## src/smooth_backup_defs.vh

```
// Constants for the smooth backup sequencer
`ifndef SMOOTH_BACKUP_DEFS_VH
`define SMOOTH_BACKUP_DEFS_VH
// ------------------------------------------------------------
// Register byte offsets
// ------------------------------------------------------------
`define OFS_CONTROL 8'h00
`define OFS_STATUS 8'h04
`define OFS_OUT_PTR 8'h08
`define OFS_IN_PTR 8'h0C
`define OFS_PENDING_LO 8'h10
`define OFS_PENDING_HI 8'h14
`define OFS_DIRTY_LO 8'h18
`define OFS_DIRTY_HI 8'h1C
// ------------------------------------------------------------
// Field positions
// ------------------------------------------------------------
`define CTRL_SWITCH_BIT 0
`define CTRL_TRIGGER_BIT 1
`define STAT_BUSY_BIT 0
`define STAT_FAULT_BIT 1
`define STAT_DEFER_BIT 2
// ------------------------------------------------------------
// Reset values and sizes
// ------------------------------------------------------------
`define CTRL_RESET 1'h1
`define PTR_RESET 32'h00000000
`define REG_BYTES 32'h00000008
`define NUM_REGS 64
`define RESP_OKAY 2'h0
`define RESP_SLVERR 2'h2
`endif

```

## src/smooth_backup.v

```verilog
// Smooth register backup sequencer with AXI4-Lite control registers
//
// Notes on behaviour
// - Never store a register still being computed
// - Writes set dirty; clean registers skipped
// - Trigger loads pending from dirty, clears dirty
// - Incoming access to pending register raises priority
// - Sequence atomic; later triggers wait; fault stops
// - Priority first, then lowest pending from one
// - Switch does store then load per register
// - Find-first over 63 picks one, clears flags
// - Application wins load/store unit without priority
// - Priority stalls decode, frees load/store unit
// - Incoming thread starts at trigger instantly
// - Switch completion copies incoming to outgoing pointer
//
// Implementation choices: the register addresses and the AXI4-Lite register port.
`timescale 1ns/1ps
`include "smooth_backup_defs.vh"

module smooth_backup (
  // Clock and reset
  input wire ref_clk,
  input wire nrst,
  // AXI4-Lite slave
  input wire [7:0] s_axi_awaddr,
  input wire s_axi_awvalid,
  output reg s_axi_awready,
  input wire [31:0] s_axi_wdata,
  input wire [3:0] s_axi_wstrb,
  input wire s_axi_wvalid,
  output reg s_axi_wready,
  output reg [1:0] s_axi_bresp,
  output reg s_axi_bvalid,
  input wire s_axi_bready,
  input wire [7:0] s_axi_araddr,
  input wire s_axi_arvalid,
  output reg s_axi_arready,
  output reg [31:0] s_axi_rdata,
  output reg [1:0] s_axi_rresp,
  output reg s_axi_rvalid,
  input wire s_axi_rready,
  // Core events and scoreboard
  input wire backupTrigger,
  input wire regWrite,
  input wire [5:0] regWriteIdx,
  input wire [63:0] inFlight,
  // Decode stage
  input wire [63:0] decodeUse,
  output reg decodeStall,
  // Load/store unit
  input wire lsuIdle,
  output reg memValid,
  output reg memWrite,
  output reg [31:0] memAddr,
  output reg [5:0] memRegIdx,
  input wire memReady,
  input wire memFault,
  // Status
  output reg seqBusy
);

  localparam ST_IDLE = 2'h0;
  localparam ST_SELECT = 2'h1;
  localparam ST_STORE = 2'h2;
  localparam ST_LOAD = 2'h3;

  // ------------------------------------------------------------
  // Find-first helper
  // ------------------------------------------------------------
  function [5:0] findFirst;
    input [63:0] vec;
    integer i;
    begin
      findFirst = 6'h00;
      for (i = `NUM_REGS - 1; i >= 1; i = i - 1) begin
        if (vec[i]) begin
          findFirst = i[5:0];
        end
      end
    end
  endfunction

  function [31:0] slotAddr;
    input [31:0] base;
    input [5:0] idx;
    begin
      slotAddr = base + {26'h0000000, idx} * `REG_BYTES;
    end
  endfunction

  // ------------------------------------------------------------
  // State
  // ------------------------------------------------------------
  reg [1:0] state_reg;
  reg [63:0] dirty_reg;
  reg [63:0] pending_reg;
  reg [63:0] prio_reg;
  reg [5:0] curIdx_reg;
  reg switchMode_reg;
  reg activeSwitch_reg;
  reg fault_reg;
  reg defer_reg;
  reg swTrigger_reg;
  reg [31:0] outPtr_reg;
  reg [31:0] inPtr_reg;
  reg [7:0] awAddr_reg;
  reg awHeld_reg;
  reg [31:0] wData_reg;
  reg [3:0] wStrb_reg;
  reg wHeld_reg;

  wire [63:0] writeBit = regWrite ? (64'h1 << regWriteIdx) : 64'h0;
  wire trigAny = backupTrigger | swTrigger_reg | defer_reg;
  wire [63:0] usable = pending_reg & ~inFlight;
  wire [63:0] prioUsable = prio_reg & pending_reg & ~inFlight;
  wire prioAny = |(prio_reg & pending_reg);
  // Selection: priority requests first, then plain pending
  wire [5:0] pick = (|prioUsable) ? findFirst(prioUsable) : findFirst(usable);
  wire canIssue = (|usable) && (prioAny || lsuIdle);
  wire memDone = memValid && memReady;
  wire doWrite = awHeld_reg && wHeld_reg && !s_axi_bvalid;
  wire faultClear = doWrite && awAddr_reg == `OFS_STATUS &&
                    wStrb_reg[0] && wData_reg[`STAT_FAULT_BIT];
  wire startSeq = (state_reg == ST_IDLE) && trigAny;

  // ------------------------------------------------------------
  // Flags and sequencer
  // ------------------------------------------------------------
  always @(posedge ref_clk or negedge nrst) begin
    if (!nrst) begin
      state_reg <= ST_IDLE;
      dirty_reg <= 64'h0;
      pending_reg <= 64'h0;
      prio_reg <= 64'h0;
      curIdx_reg <= 6'h00;
      activeSwitch_reg <= 1'h0;
      fault_reg <= 1'h0;
      defer_reg <= 1'h0;
      memValid <= 1'h0;
      memWrite <= 1'h0;
      memAddr <= 32'h00000000;
      memRegIdx <= 6'h00;
      decodeStall <= 1'h0;
      seqBusy <= 1'h0;
      outPtr_reg <= `PTR_RESET;
    end else begin
      // Decode held while it uses a register not yet saved
      // Stall decode stage
      decodeStall <= |(decodeUse & pending_reg & 64'hFFFFFFFFFFFFFFFE);
      prio_reg <= (prio_reg | decodeUse) & pending_reg &
                  64'hFFFFFFFFFFFFFFFE;
      seqBusy <= (state_reg != ST_IDLE) || trigAny;
      if (faultClear) begin
        fault_reg <= 1'h0;
      end
      if (state_reg != ST_IDLE && (backupTrigger || swTrigger_reg)) begin
        defer_reg <= 1'h1;
      end
      dirty_reg <= (dirty_reg | writeBit) & 64'hFFFFFFFFFFFFFFFE;
      case (state_reg)
        ST_IDLE: begin
          if (trigAny) begin
            pending_reg <= dirty_reg & 64'hFFFFFFFFFFFFFFFE;
            dirty_reg <= writeBit & 64'hFFFFFFFFFFFFFFFE;
            prio_reg <= 64'h0;
            activeSwitch_reg <= switchMode_reg;
            defer_reg <= 1'h0;
            state_reg <= ST_SELECT;
          end
        end
        ST_SELECT: begin
          if (pending_reg == 64'h0) begin
            if (activeSwitch_reg) begin
              outPtr_reg <= inPtr_reg;
            end
            state_reg <= ST_IDLE;
          end else if (canIssue) begin
            curIdx_reg <= pick;
            memRegIdx <= pick;
            memValid <= 1'h1;
            memWrite <= 1'h1;
            memAddr <= slotAddr(outPtr_reg, pick);
            state_reg <= ST_STORE;
          end
        end
        ST_STORE: begin
          if (memDone) begin
            if (memFault) begin
              memValid <= 1'h0;
              fault_reg <= 1'h1;
              pending_reg <= 64'h0;
              prio_reg <= 64'h0;
              state_reg <= ST_IDLE;
            end else if (activeSwitch_reg) begin
              memWrite <= 1'h0;
              memAddr <= slotAddr(inPtr_reg, curIdx_reg);
              state_reg <= ST_LOAD;
            end else begin
              memValid <= 1'h0;
              pending_reg[curIdx_reg] <= 1'h0;
              prio_reg[curIdx_reg] <= 1'h0;
              state_reg <= ST_SELECT;
            end
          end
        end
        ST_LOAD: begin
          if (memDone) begin
            memValid <= 1'h0;
            if (memFault) begin
              fault_reg <= 1'h1;
              pending_reg <= 64'h0;
              prio_reg <= 64'h0;
              state_reg <= ST_IDLE;
            end else begin
              pending_reg[curIdx_reg] <= 1'h0;
              prio_reg[curIdx_reg] <= 1'h0;
              state_reg <= ST_SELECT;
            end
          end
        end
        default: begin
          state_reg <= ST_IDLE;
        end
      endcase
      if (memDone && memFault) begin
        fault_reg <= 1'h1;
      end
    end
  end

  // ------------------------------------------------------------
  // AXI4-Lite write path
  // ------------------------------------------------------------
  always @(posedge ref_clk or negedge nrst) begin
    if (!nrst) begin
      s_axi_awready <= 1'h0;
      s_axi_wready <= 1'h0;
      s_axi_bvalid <= 1'h0;
      s_axi_bresp <= `RESP_OKAY;
      awHeld_reg <= 1'h0;
      wHeld_reg <= 1'h0;
      awAddr_reg <= 8'h00;
      wData_reg <= 32'h00000000;
      wStrb_reg <= 4'h0;
      switchMode_reg <= `CTRL_RESET;
      swTrigger_reg <= 1'h0;
      inPtr_reg <= `PTR_RESET;
    end else begin
      swTrigger_reg <= 1'h0;
      s_axi_awready <= !awHeld_reg && !(s_axi_awvalid && s_axi_awready);
      s_axi_wready <= !wHeld_reg && !(s_axi_wvalid && s_axi_wready);
      if (s_axi_awvalid && s_axi_awready) begin
        awHeld_reg <= 1'h1;
        awAddr_reg <= s_axi_awaddr;
        s_axi_awready <= 1'h0;
      end
      if (s_axi_wvalid && s_axi_wready) begin
        wHeld_reg <= 1'h1;
        wData_reg <= s_axi_wdata;
        wStrb_reg <= s_axi_wstrb;
        s_axi_wready <= 1'h0;
      end
      if (s_axi_bvalid && s_axi_bready) begin
        s_axi_bvalid <= 1'h0;
      end
      if (doWrite) begin
        awHeld_reg <= 1'h0;
        wHeld_reg <= 1'h0;
        s_axi_bvalid <= 1'h1;
        s_axi_bresp <= `RESP_OKAY;
        case ({awAddr_reg[7:2], 2'h0})
          `OFS_CONTROL: begin
            if (wStrb_reg[0]) begin
              switchMode_reg <= wData_reg[`CTRL_SWITCH_BIT];
              swTrigger_reg <= wData_reg[`CTRL_TRIGGER_BIT];
            end
          end
          `OFS_STATUS: begin
          end
          `OFS_IN_PTR: begin
            if (wStrb_reg[0]) inPtr_reg[7:0] <= wData_reg[7:0];
            if (wStrb_reg[1]) inPtr_reg[15:8] <= wData_reg[15:8];
            if (wStrb_reg[2]) inPtr_reg[23:16] <= wData_reg[23:16];
            if (wStrb_reg[3]) inPtr_reg[31:24] <= wData_reg[31:24];
          end
          `OFS_OUT_PTR, `OFS_PENDING_LO, `OFS_PENDING_HI,
          `OFS_DIRTY_LO, `OFS_DIRTY_HI: begin
          end
          default: begin
            s_axi_bresp <= `RESP_SLVERR;
          end
        endcase
      end
    end
  end

  // ------------------------------------------------------------
  // AXI4-Lite read path
  // ------------------------------------------------------------
  always @(posedge ref_clk or negedge nrst) begin
    if (!nrst) begin
      s_axi_arready <= 1'h0;
      s_axi_rvalid <= 1'h0;
      s_axi_rdata <= 32'h00000000;
      s_axi_rresp <= `RESP_OKAY;
    end else begin
      s_axi_arready <= !s_axi_rvalid && !(s_axi_arvalid && s_axi_arready);
      if (s_axi_rvalid && s_axi_rready) begin
        s_axi_rvalid <= 1'h0;
      end
      if (s_axi_arvalid && s_axi_arready) begin
        s_axi_arready <= 1'h0;
        s_axi_rvalid <= 1'h1;
        s_axi_rresp <= `RESP_OKAY;
        case ({s_axi_araddr[7:2], 2'h0})
          `OFS_CONTROL: s_axi_rdata <= {31'h0, switchMode_reg};
          `OFS_STATUS: s_axi_rdata <= {29'h0, defer_reg, fault_reg,
                                       state_reg != ST_IDLE};
          `OFS_OUT_PTR: s_axi_rdata <= outPtr_reg;
          `OFS_IN_PTR: s_axi_rdata <= inPtr_reg;
          `OFS_PENDING_LO: s_axi_rdata <= pending_reg[31:0];
          `OFS_PENDING_HI: s_axi_rdata <= pending_reg[63:32];
          `OFS_DIRTY_LO: s_axi_rdata <= dirty_reg[31:0];
          `OFS_DIRTY_HI: s_axi_rdata <= dirty_reg[63:32];
          default: begin
            s_axi_rdata <= 32'h00000000;
            s_axi_rresp <= `RESP_SLVERR;
          end
        endcase
      end
    end
  end

endmodule // smooth_backup

```

## config.mk

```make
export PLATFORM = sky130hd
export DESIGN_NAME = smooth_backup
export DESIGN_NICKNAME = d
export VERILOG_FILES = /design/src/smooth_backup.v
export VERILOG_INCLUDE_DIRS = /design/src /design/src/src
export SDC_FILE = /design/constraint.sdc
export NUM_CORES = 1
export LEC_CHECK = 0
export BUFFER_PORTS_ARGS = -buffer_cell sky130_fd_sc_hd__buf_2
export CAP_MARGIN = 20
export CORE_MARGIN = 1.5
export CORE_UTILIZATION = 38
export DETAILED_ROUTE_END_ITERATION = 7
export GPL_TIMING_DRIVEN = 1
export PLACE_DENSITY = 0.66
export SLEW_MARGIN = 20
export SYNTH_ARGS = -nofsm -noshare
export SYNTH_HDL_FRONTEND = slang
export SYNTH_SLANG_ARGS = --single-unit
```

## constraint.sdc

```tcl
create_clock -name ref_clk -period 5.25 [get_ports ref_clk]
set_clock_uncertainty 0.05 [all_clocks]
set_input_delay 0.2625 -clock ref_clk [delete_from_list [all_inputs] [get_ports ref_clk]]
set_output_delay 0.2625 -clock ref_clk [all_outputs]
set_load 0.01 [all_outputs]
```

### Word level (Yosys, flattened, before mapping)

Cells that the tools add are included.

* register bits after elaboration: 392
* input bits: 198
* output and inout port bits: 83
* logic and storage cells: 335

* add/sub/neg operators: 2
* order comparisons: 2
* equality and inequality tests: 27
* shifts and indexed selects: 1
* multiplexer cells: 197
* bitwise gates (word level): 14
* reductions and logical operators: 59

Operators with widths (number)
* two-way mux 64 bit: 15
* two-way mux 6 bit: 127
* AND 64 bit: 7
* one-hot mux 64 bit (3 select lines): 2
* one-hot mux 32 bit (8 select lines): 1
* OR reduction 64 bit: 3
* two-way mux 32 bit: 5
* inverter 64 bit: 2
* OR 64 bit: 2
* adder 32 x 9 -> 32 bit: 2
* logical NOT 64 bit: 1
* one-hot mux 32 bit (2 select lines): 1
* left shift 1 x 6 -> 64 bit, first input constant: 1
* OR reduction 63 bit: 1
* equality test 6 x 3 -> 1 bit, second input constant: 8
* two-way mux 1 bit: 33
* equality test 6 x 2 -> 1 bit, second input constant: 4
* AND reduction 3 bit: 7
* logical AND 1 bit: 18
* two-way mux 2 bit: 9
* OR reduction 8 bit: 2
* != test 2 bit, second input constant: 7
* equality test 6 x 1 -> 1 bit, second input constant: 2
* logical NOT 6 bit: 2
* 22 further kinds: 40

### Longest topological paths before layout

* word-level depth: 70
* gate-level depth with buffers: 17
* gate-level depth less buffers: 15

### Least setup slack after synthesis

OpenSTA, ideal clock, no wires.

* kind: register to register
* start point: register pending_reg[5]
* end point: register memAddr[11]
* setup time: 0.125 ns
* arrival: 3.889 ns
* required time: 5.075 ns
* setup slack: 1.186 ns
* stages on the path, launching flop included: 18
* path buffers: 2
* clock period less this slack: 4.064 ns
* cells stage by stage: dfrtp_1 > clkbuf_1 > nand3b_1 > nand4_1 > nor4_1 > nand4b_1 > a211oi_1 > a22oi_1 > ha_1 > fa_1 > a21o_1 > a21oi_1 > o21a_1 > clkbuf_1 > nor3b_1 > xnor2_1 > mux2i_1 > mux2_4

* word-level cells in the longest chain between the ends: 12
* elaborated cells on any way between the ends: 27
* those cells by class: 1 x add/sub; 2 x eq/ne; 14 x mux; 3 x bitwise; 7 x reduce/logical

RTL lines
* start: declaration: RTL line smooth_backup.v:97 `reg [63:0] pending_reg;`
* start signal: assignment: RTL line smooth_backup.v:164 `pending_reg <= dirty_reg & 64'hFFFFFFFFFFFFFFFE;`
* AND 64 bit (2 in a row): RTL line smooth_backup.v:116 `wire [63:0] prioUsable = prio_reg & pending_reg & ~inFlight;`
* two-way mux 6 bit (5 in a row): RTL line smooth_backup.v:77 `if (vec[i]) begin`
* two-way mux 6 bit *: RTL line smooth_backup.v:119 `wire [5:0] pick = (|prioUsable) ? findFirst(prioUsable) : findFirst(usable);`
* via pick[0]: RTL line smooth_backup.v:119
* adder 32 x 9 -> 32 bit (no source line) *
* two-way mux 32 bit *: RTL line smooth_backup.v:178 `end else if (canIssue) begin`
* two-way mux 32 bit *: RTL line smooth_backup.v:173 `if (pending_reg == 64'h0) begin`
* one-hot mux 32 bit (2 select lines) *: RTL line smooth_backup.v:161 `case (state_reg)`
* end signal: assignment: RTL line smooth_backup.v:183 `memAddr <= slotAddr(outPtr_reg, pick);`
* end signal: assignment: RTL line smooth_backup.v:197 `memAddr <= slotAddr(inPtr_reg, curIdx_reg);`
* end: declaration: RTL line smooth_backup.v:55 `output reg [31:0] memAddr,`

The timed path passes the listed nets; every way through them passes the cells marked *. The select of a mux whose other input is x is not followed.
A chain may end at the register's enable or synchronous reset.

### Worst setup path after layout

* start point: register prio_reg[61]
* end point: register memAddr[26]

* word-level cells in the longest chain between the ends: 68
* elaborated cells on any way between the ends: 74
* those cells by class: 1 x add/sub; 1 x eq/ne; 65 x mux; 2 x bitwise; 5 x reduce/logical

RTL lines
* start: declaration: RTL line smooth_backup.v:98 `reg [63:0] prio_reg;`
* start signal: assignment: RTL line smooth_backup.v:151 `prio_reg <= (prio_reg | decodeUse) & pending_reg &`
* AND 64 bit * (2 in a row): RTL line smooth_backup.v:116
* two-way mux 6 bit (61 in a row): RTL line smooth_backup.v:77
* two-way mux 6 bit *: RTL line smooth_backup.v:119
* via pick[2]: RTL line smooth_backup.v:119
* adder 32 x 9 -> 32 bit (no source line) *
* two-way mux 32 bit *: RTL line smooth_backup.v:178
* two-way mux 32 bit *: RTL line smooth_backup.v:173
* one-hot mux 32 bit (2 select lines) *: RTL line smooth_backup.v:161

Marks and branches as above.

==> results.yml <==
logic_synthesis:
  synth_edf_count: 0
  yosys-top-cells-area: "dfrtp_1, o21ai_0, mux2_2"
  ys_seq_area_share_pct: 44.37
  synthAdderAreaFrac_pct: 0.8690
  async_flop_share_pct: 100.0
  syn_area_sq_um: 21890
  ys_seq_elements: 388
  synthFlopType: "dfrtp_1"
  synth-simple-area-share_pct: 21.51
  yosys_warnings: 0
  synth-xor-area-share_pct: 1.961
  yosysTopAreaCellShare_pct: 44.25
  synth_top_family_by_area: "simple AND/OR/NAND/NOR gates"
  synth.area.mux_share_pct: 7.095
  synth-compound-area-share_pct: 20.87
  synth.avg_cell_area_sq_um: 9.127
  synth_cell_type_count: 78
  syn_inst: 2398
  synth_area_leader_cell: "dfrtp_1"
global_routing:
  track_usage_pct: 35.14
  gr-total-overflow: 0
  antenna_found_initial: 7
  grt_pass1_vias: 21426
  grt_first_pass_wirelength_um: 151100
  grt_max_degree: 121
die:
  rows: 87
  die_area_sq_um: 59040
  fp.dieH_um: 243.0
  die_w_um: 243.0
  pin_count: 281
  start_util_pct: 38.66
  core_sq_um: 56600
clocking:
  cts_max_path_buffers: 3
  clkSinkCount: 388
  clock_latency_ns: 0.56
  holdBufCountCts: 61
  root_buffer: "clkbuf_16"
  ctsHtreeMaxLevel: 2
  tritoncts: "built"
  cts_resized: 0
  clk_pin_slew_worst_paths_ns: 0.06
  postCtsSetupBuffers: 0
  cts_made_buffers: 42
flow_run:
  max-cap-violations: 0
finish:
  syn_to_final_growth_pct: 22.56
  fin_util_pct: 47.39
  final_nets: 2974
  largest_register_ff_count: 64
  layout-drive-gt1-share_pct: 22.75
critical_path:
  crit_type: "flip-flop to flip-flop"
  arrival_ns: 5.28
  required_ns: 5.63
  path_max_fanout: 5
  crit_path_end_kind: "flip-flop"
  cp-start-kind: "flip-flop"
timing:
  worstMarginPinSlew_ns: 1.282
  relSlewSlack_pct: 14.27
  rsz0062_at_grt: "no"
  finalSetupTns_ns: 0
  fmax_mhz: 204.4
  fin_crit_sh_pct: 93.20
  finalSetupViolCount: 0
  timing.final.hold_violations: 0
  maxSlewViolCount: 0
  whs_ns: 0.02930
  final.min_clock_period_ns: 4.893
  layout_setup_ws_ns: 0.3568
power:
  p_per_area_nw_per_um2: 539.4
  p_leak_nw: 12.45
  vdd_drop_max_mv: 0.4013
  p_total_mw: 14.47
status:
  status: "completed"
route:
  drt-initial-drc-count: 2954
  drc: 0
  viasPerCell: 6.347
  wl_per_cell_um: 29.99
  first_pass_iters: 8
  vias: 22551
  wl_um: 106500
  ant_nets: 0
place:
  gp_congestion: 1.060
  dp_worst_setup_slack_ns: 0.4053
  dpl.hpwl_um: 81920
  io_buffers: 275
min_path:
  holdCritPathClass: "input port to flip-flop"
[placed cells by master (no fill, tap or decap), types with 25 or more instances in the layout]
master,n
a22o_1,46
mux2_2,117
nor2b_1,41
nor4_1,31
nand2_1,308
o21ai_0,297
inv_1,36
clkbuf_16,45
buf_4,123
dlygate4sd3_1,61
nand4_1,54
a21oi_1,93
a22oi_1,91
buf_2,274
dfrtp_1,387
nand2b_1,59
nand3b_1,69
a221oi_1,47
xor2_1,25
nor2_1,118
nand3_1,109
[Yosys cell counts (47+ instances only)]
cell type and n:
a21oi_1 93, nand3b_1 69, o21ai_0 297, nand2b_1 60, a22oi_1 91, dfrtp_1 387, nand2_1 309, clkbuf_1 134
nor2_1 124, mux2_2 117, nand3_1 110, a221oi_1 47, nand4_1 54
[critical path, cell delays in order, from the launching register on]
cell       delay, ns
dfrtp_1         0.44
and3b_1         0.22
nand4b_1        0.27
a311oi_1        0.39
o21ai_0         0.32
a2111oi_0       0.77
o32ai_1         0.19
buf_4           0.22
ha_1            0.33
a21oi_1         0.10
o21a_1          0.27
buf_4           0.18
nor4_1          0.44
xnor2_1         0.18
mux2i_1         0.12
mux2_2          0.29
[worst paths after layout]
| path | from | endpoint | slack [ns] | cells after the start |
|---|---|---|---|---|
| worst min register to register | wHeld_reg$_DFFE_PN0P_ | s_axi_wready$_DFF_PN0_ | 0.39 | 1 |
| worst max register to register | prio_reg[61]$_DFF_PN0_ | memAddr[26]$_DFFE_PN0P_ | 0.36 | 15 |
| max in group asynchronous | nrst | prio_reg[37]$_DFF_PN0_ | 3.51 | 3 |
| worst max-delay path | prio_reg[61]$_DFF_PN0_ | memAddr[26]$_DFFE_PN0P_ | 0.36 | 15 |
| min in group asynchronous | nrst | awAddr_reg[7]$_DFFE_PN0P_ | 0.27 | 2 |
| worst min-delay path | decodeUse[48] | prio_reg[48]$_DFF_PN0_ | 0.03 | 3 |
[cell type report]
| type | instances | area, sq um |
|---|---|---|
| antenna | 2 | 5.005 |
| clock inverter | 18 | 202.7 |
| fill | 5451 | 29780 |
| tap | 756 | 945.9 |
| timing repair buffer | 465 | 3018 |
| sequential | 388 | 9711 |
| multi-input combinational | 1829 | 11520 |
| inverter | 36 | 135.1 |
| clock buffer | 59 | 1289 |
[cells by family (layout without fill, tap and decap cells)]
group / Yosys count / in the layout
simple gates: 917 / 917
compound gates: 711 / 711
flops: 388 / 388
buf+inv: 182 / 578
mux: 136 / 136
xor+xnor: 49 / 49
fa+ha+maj: 14 / 14
other cells: 1 / 4
[metal layers]
metal,wire length [um],vias to the layer above,global-route usage [%],share of wire (%)
met5,70,-,0,0.066
met4,7324,12,20.53,6.9
met3,11180,308,7.773,10
met2,44990,1567,51.52,42
met1,42980,11068,47.59,40
li1,-,9596,-,-
[report_power, final]
part	internal (mW)	switching [mW]
logic	2.34	4.31
registers	3.71	0.917
clock network	1.91	1.29
total	7.96	6.51
[stage by stage]
stage,instances,instance area [sq um]
global placement,3410,24660
CTS,3550,26790
finish,3553,26820
global route,3552,26820
detailed placement,3412,24690
floorplan,2399,21890
No activity file was read; power rests on OpenSTA's default activity.
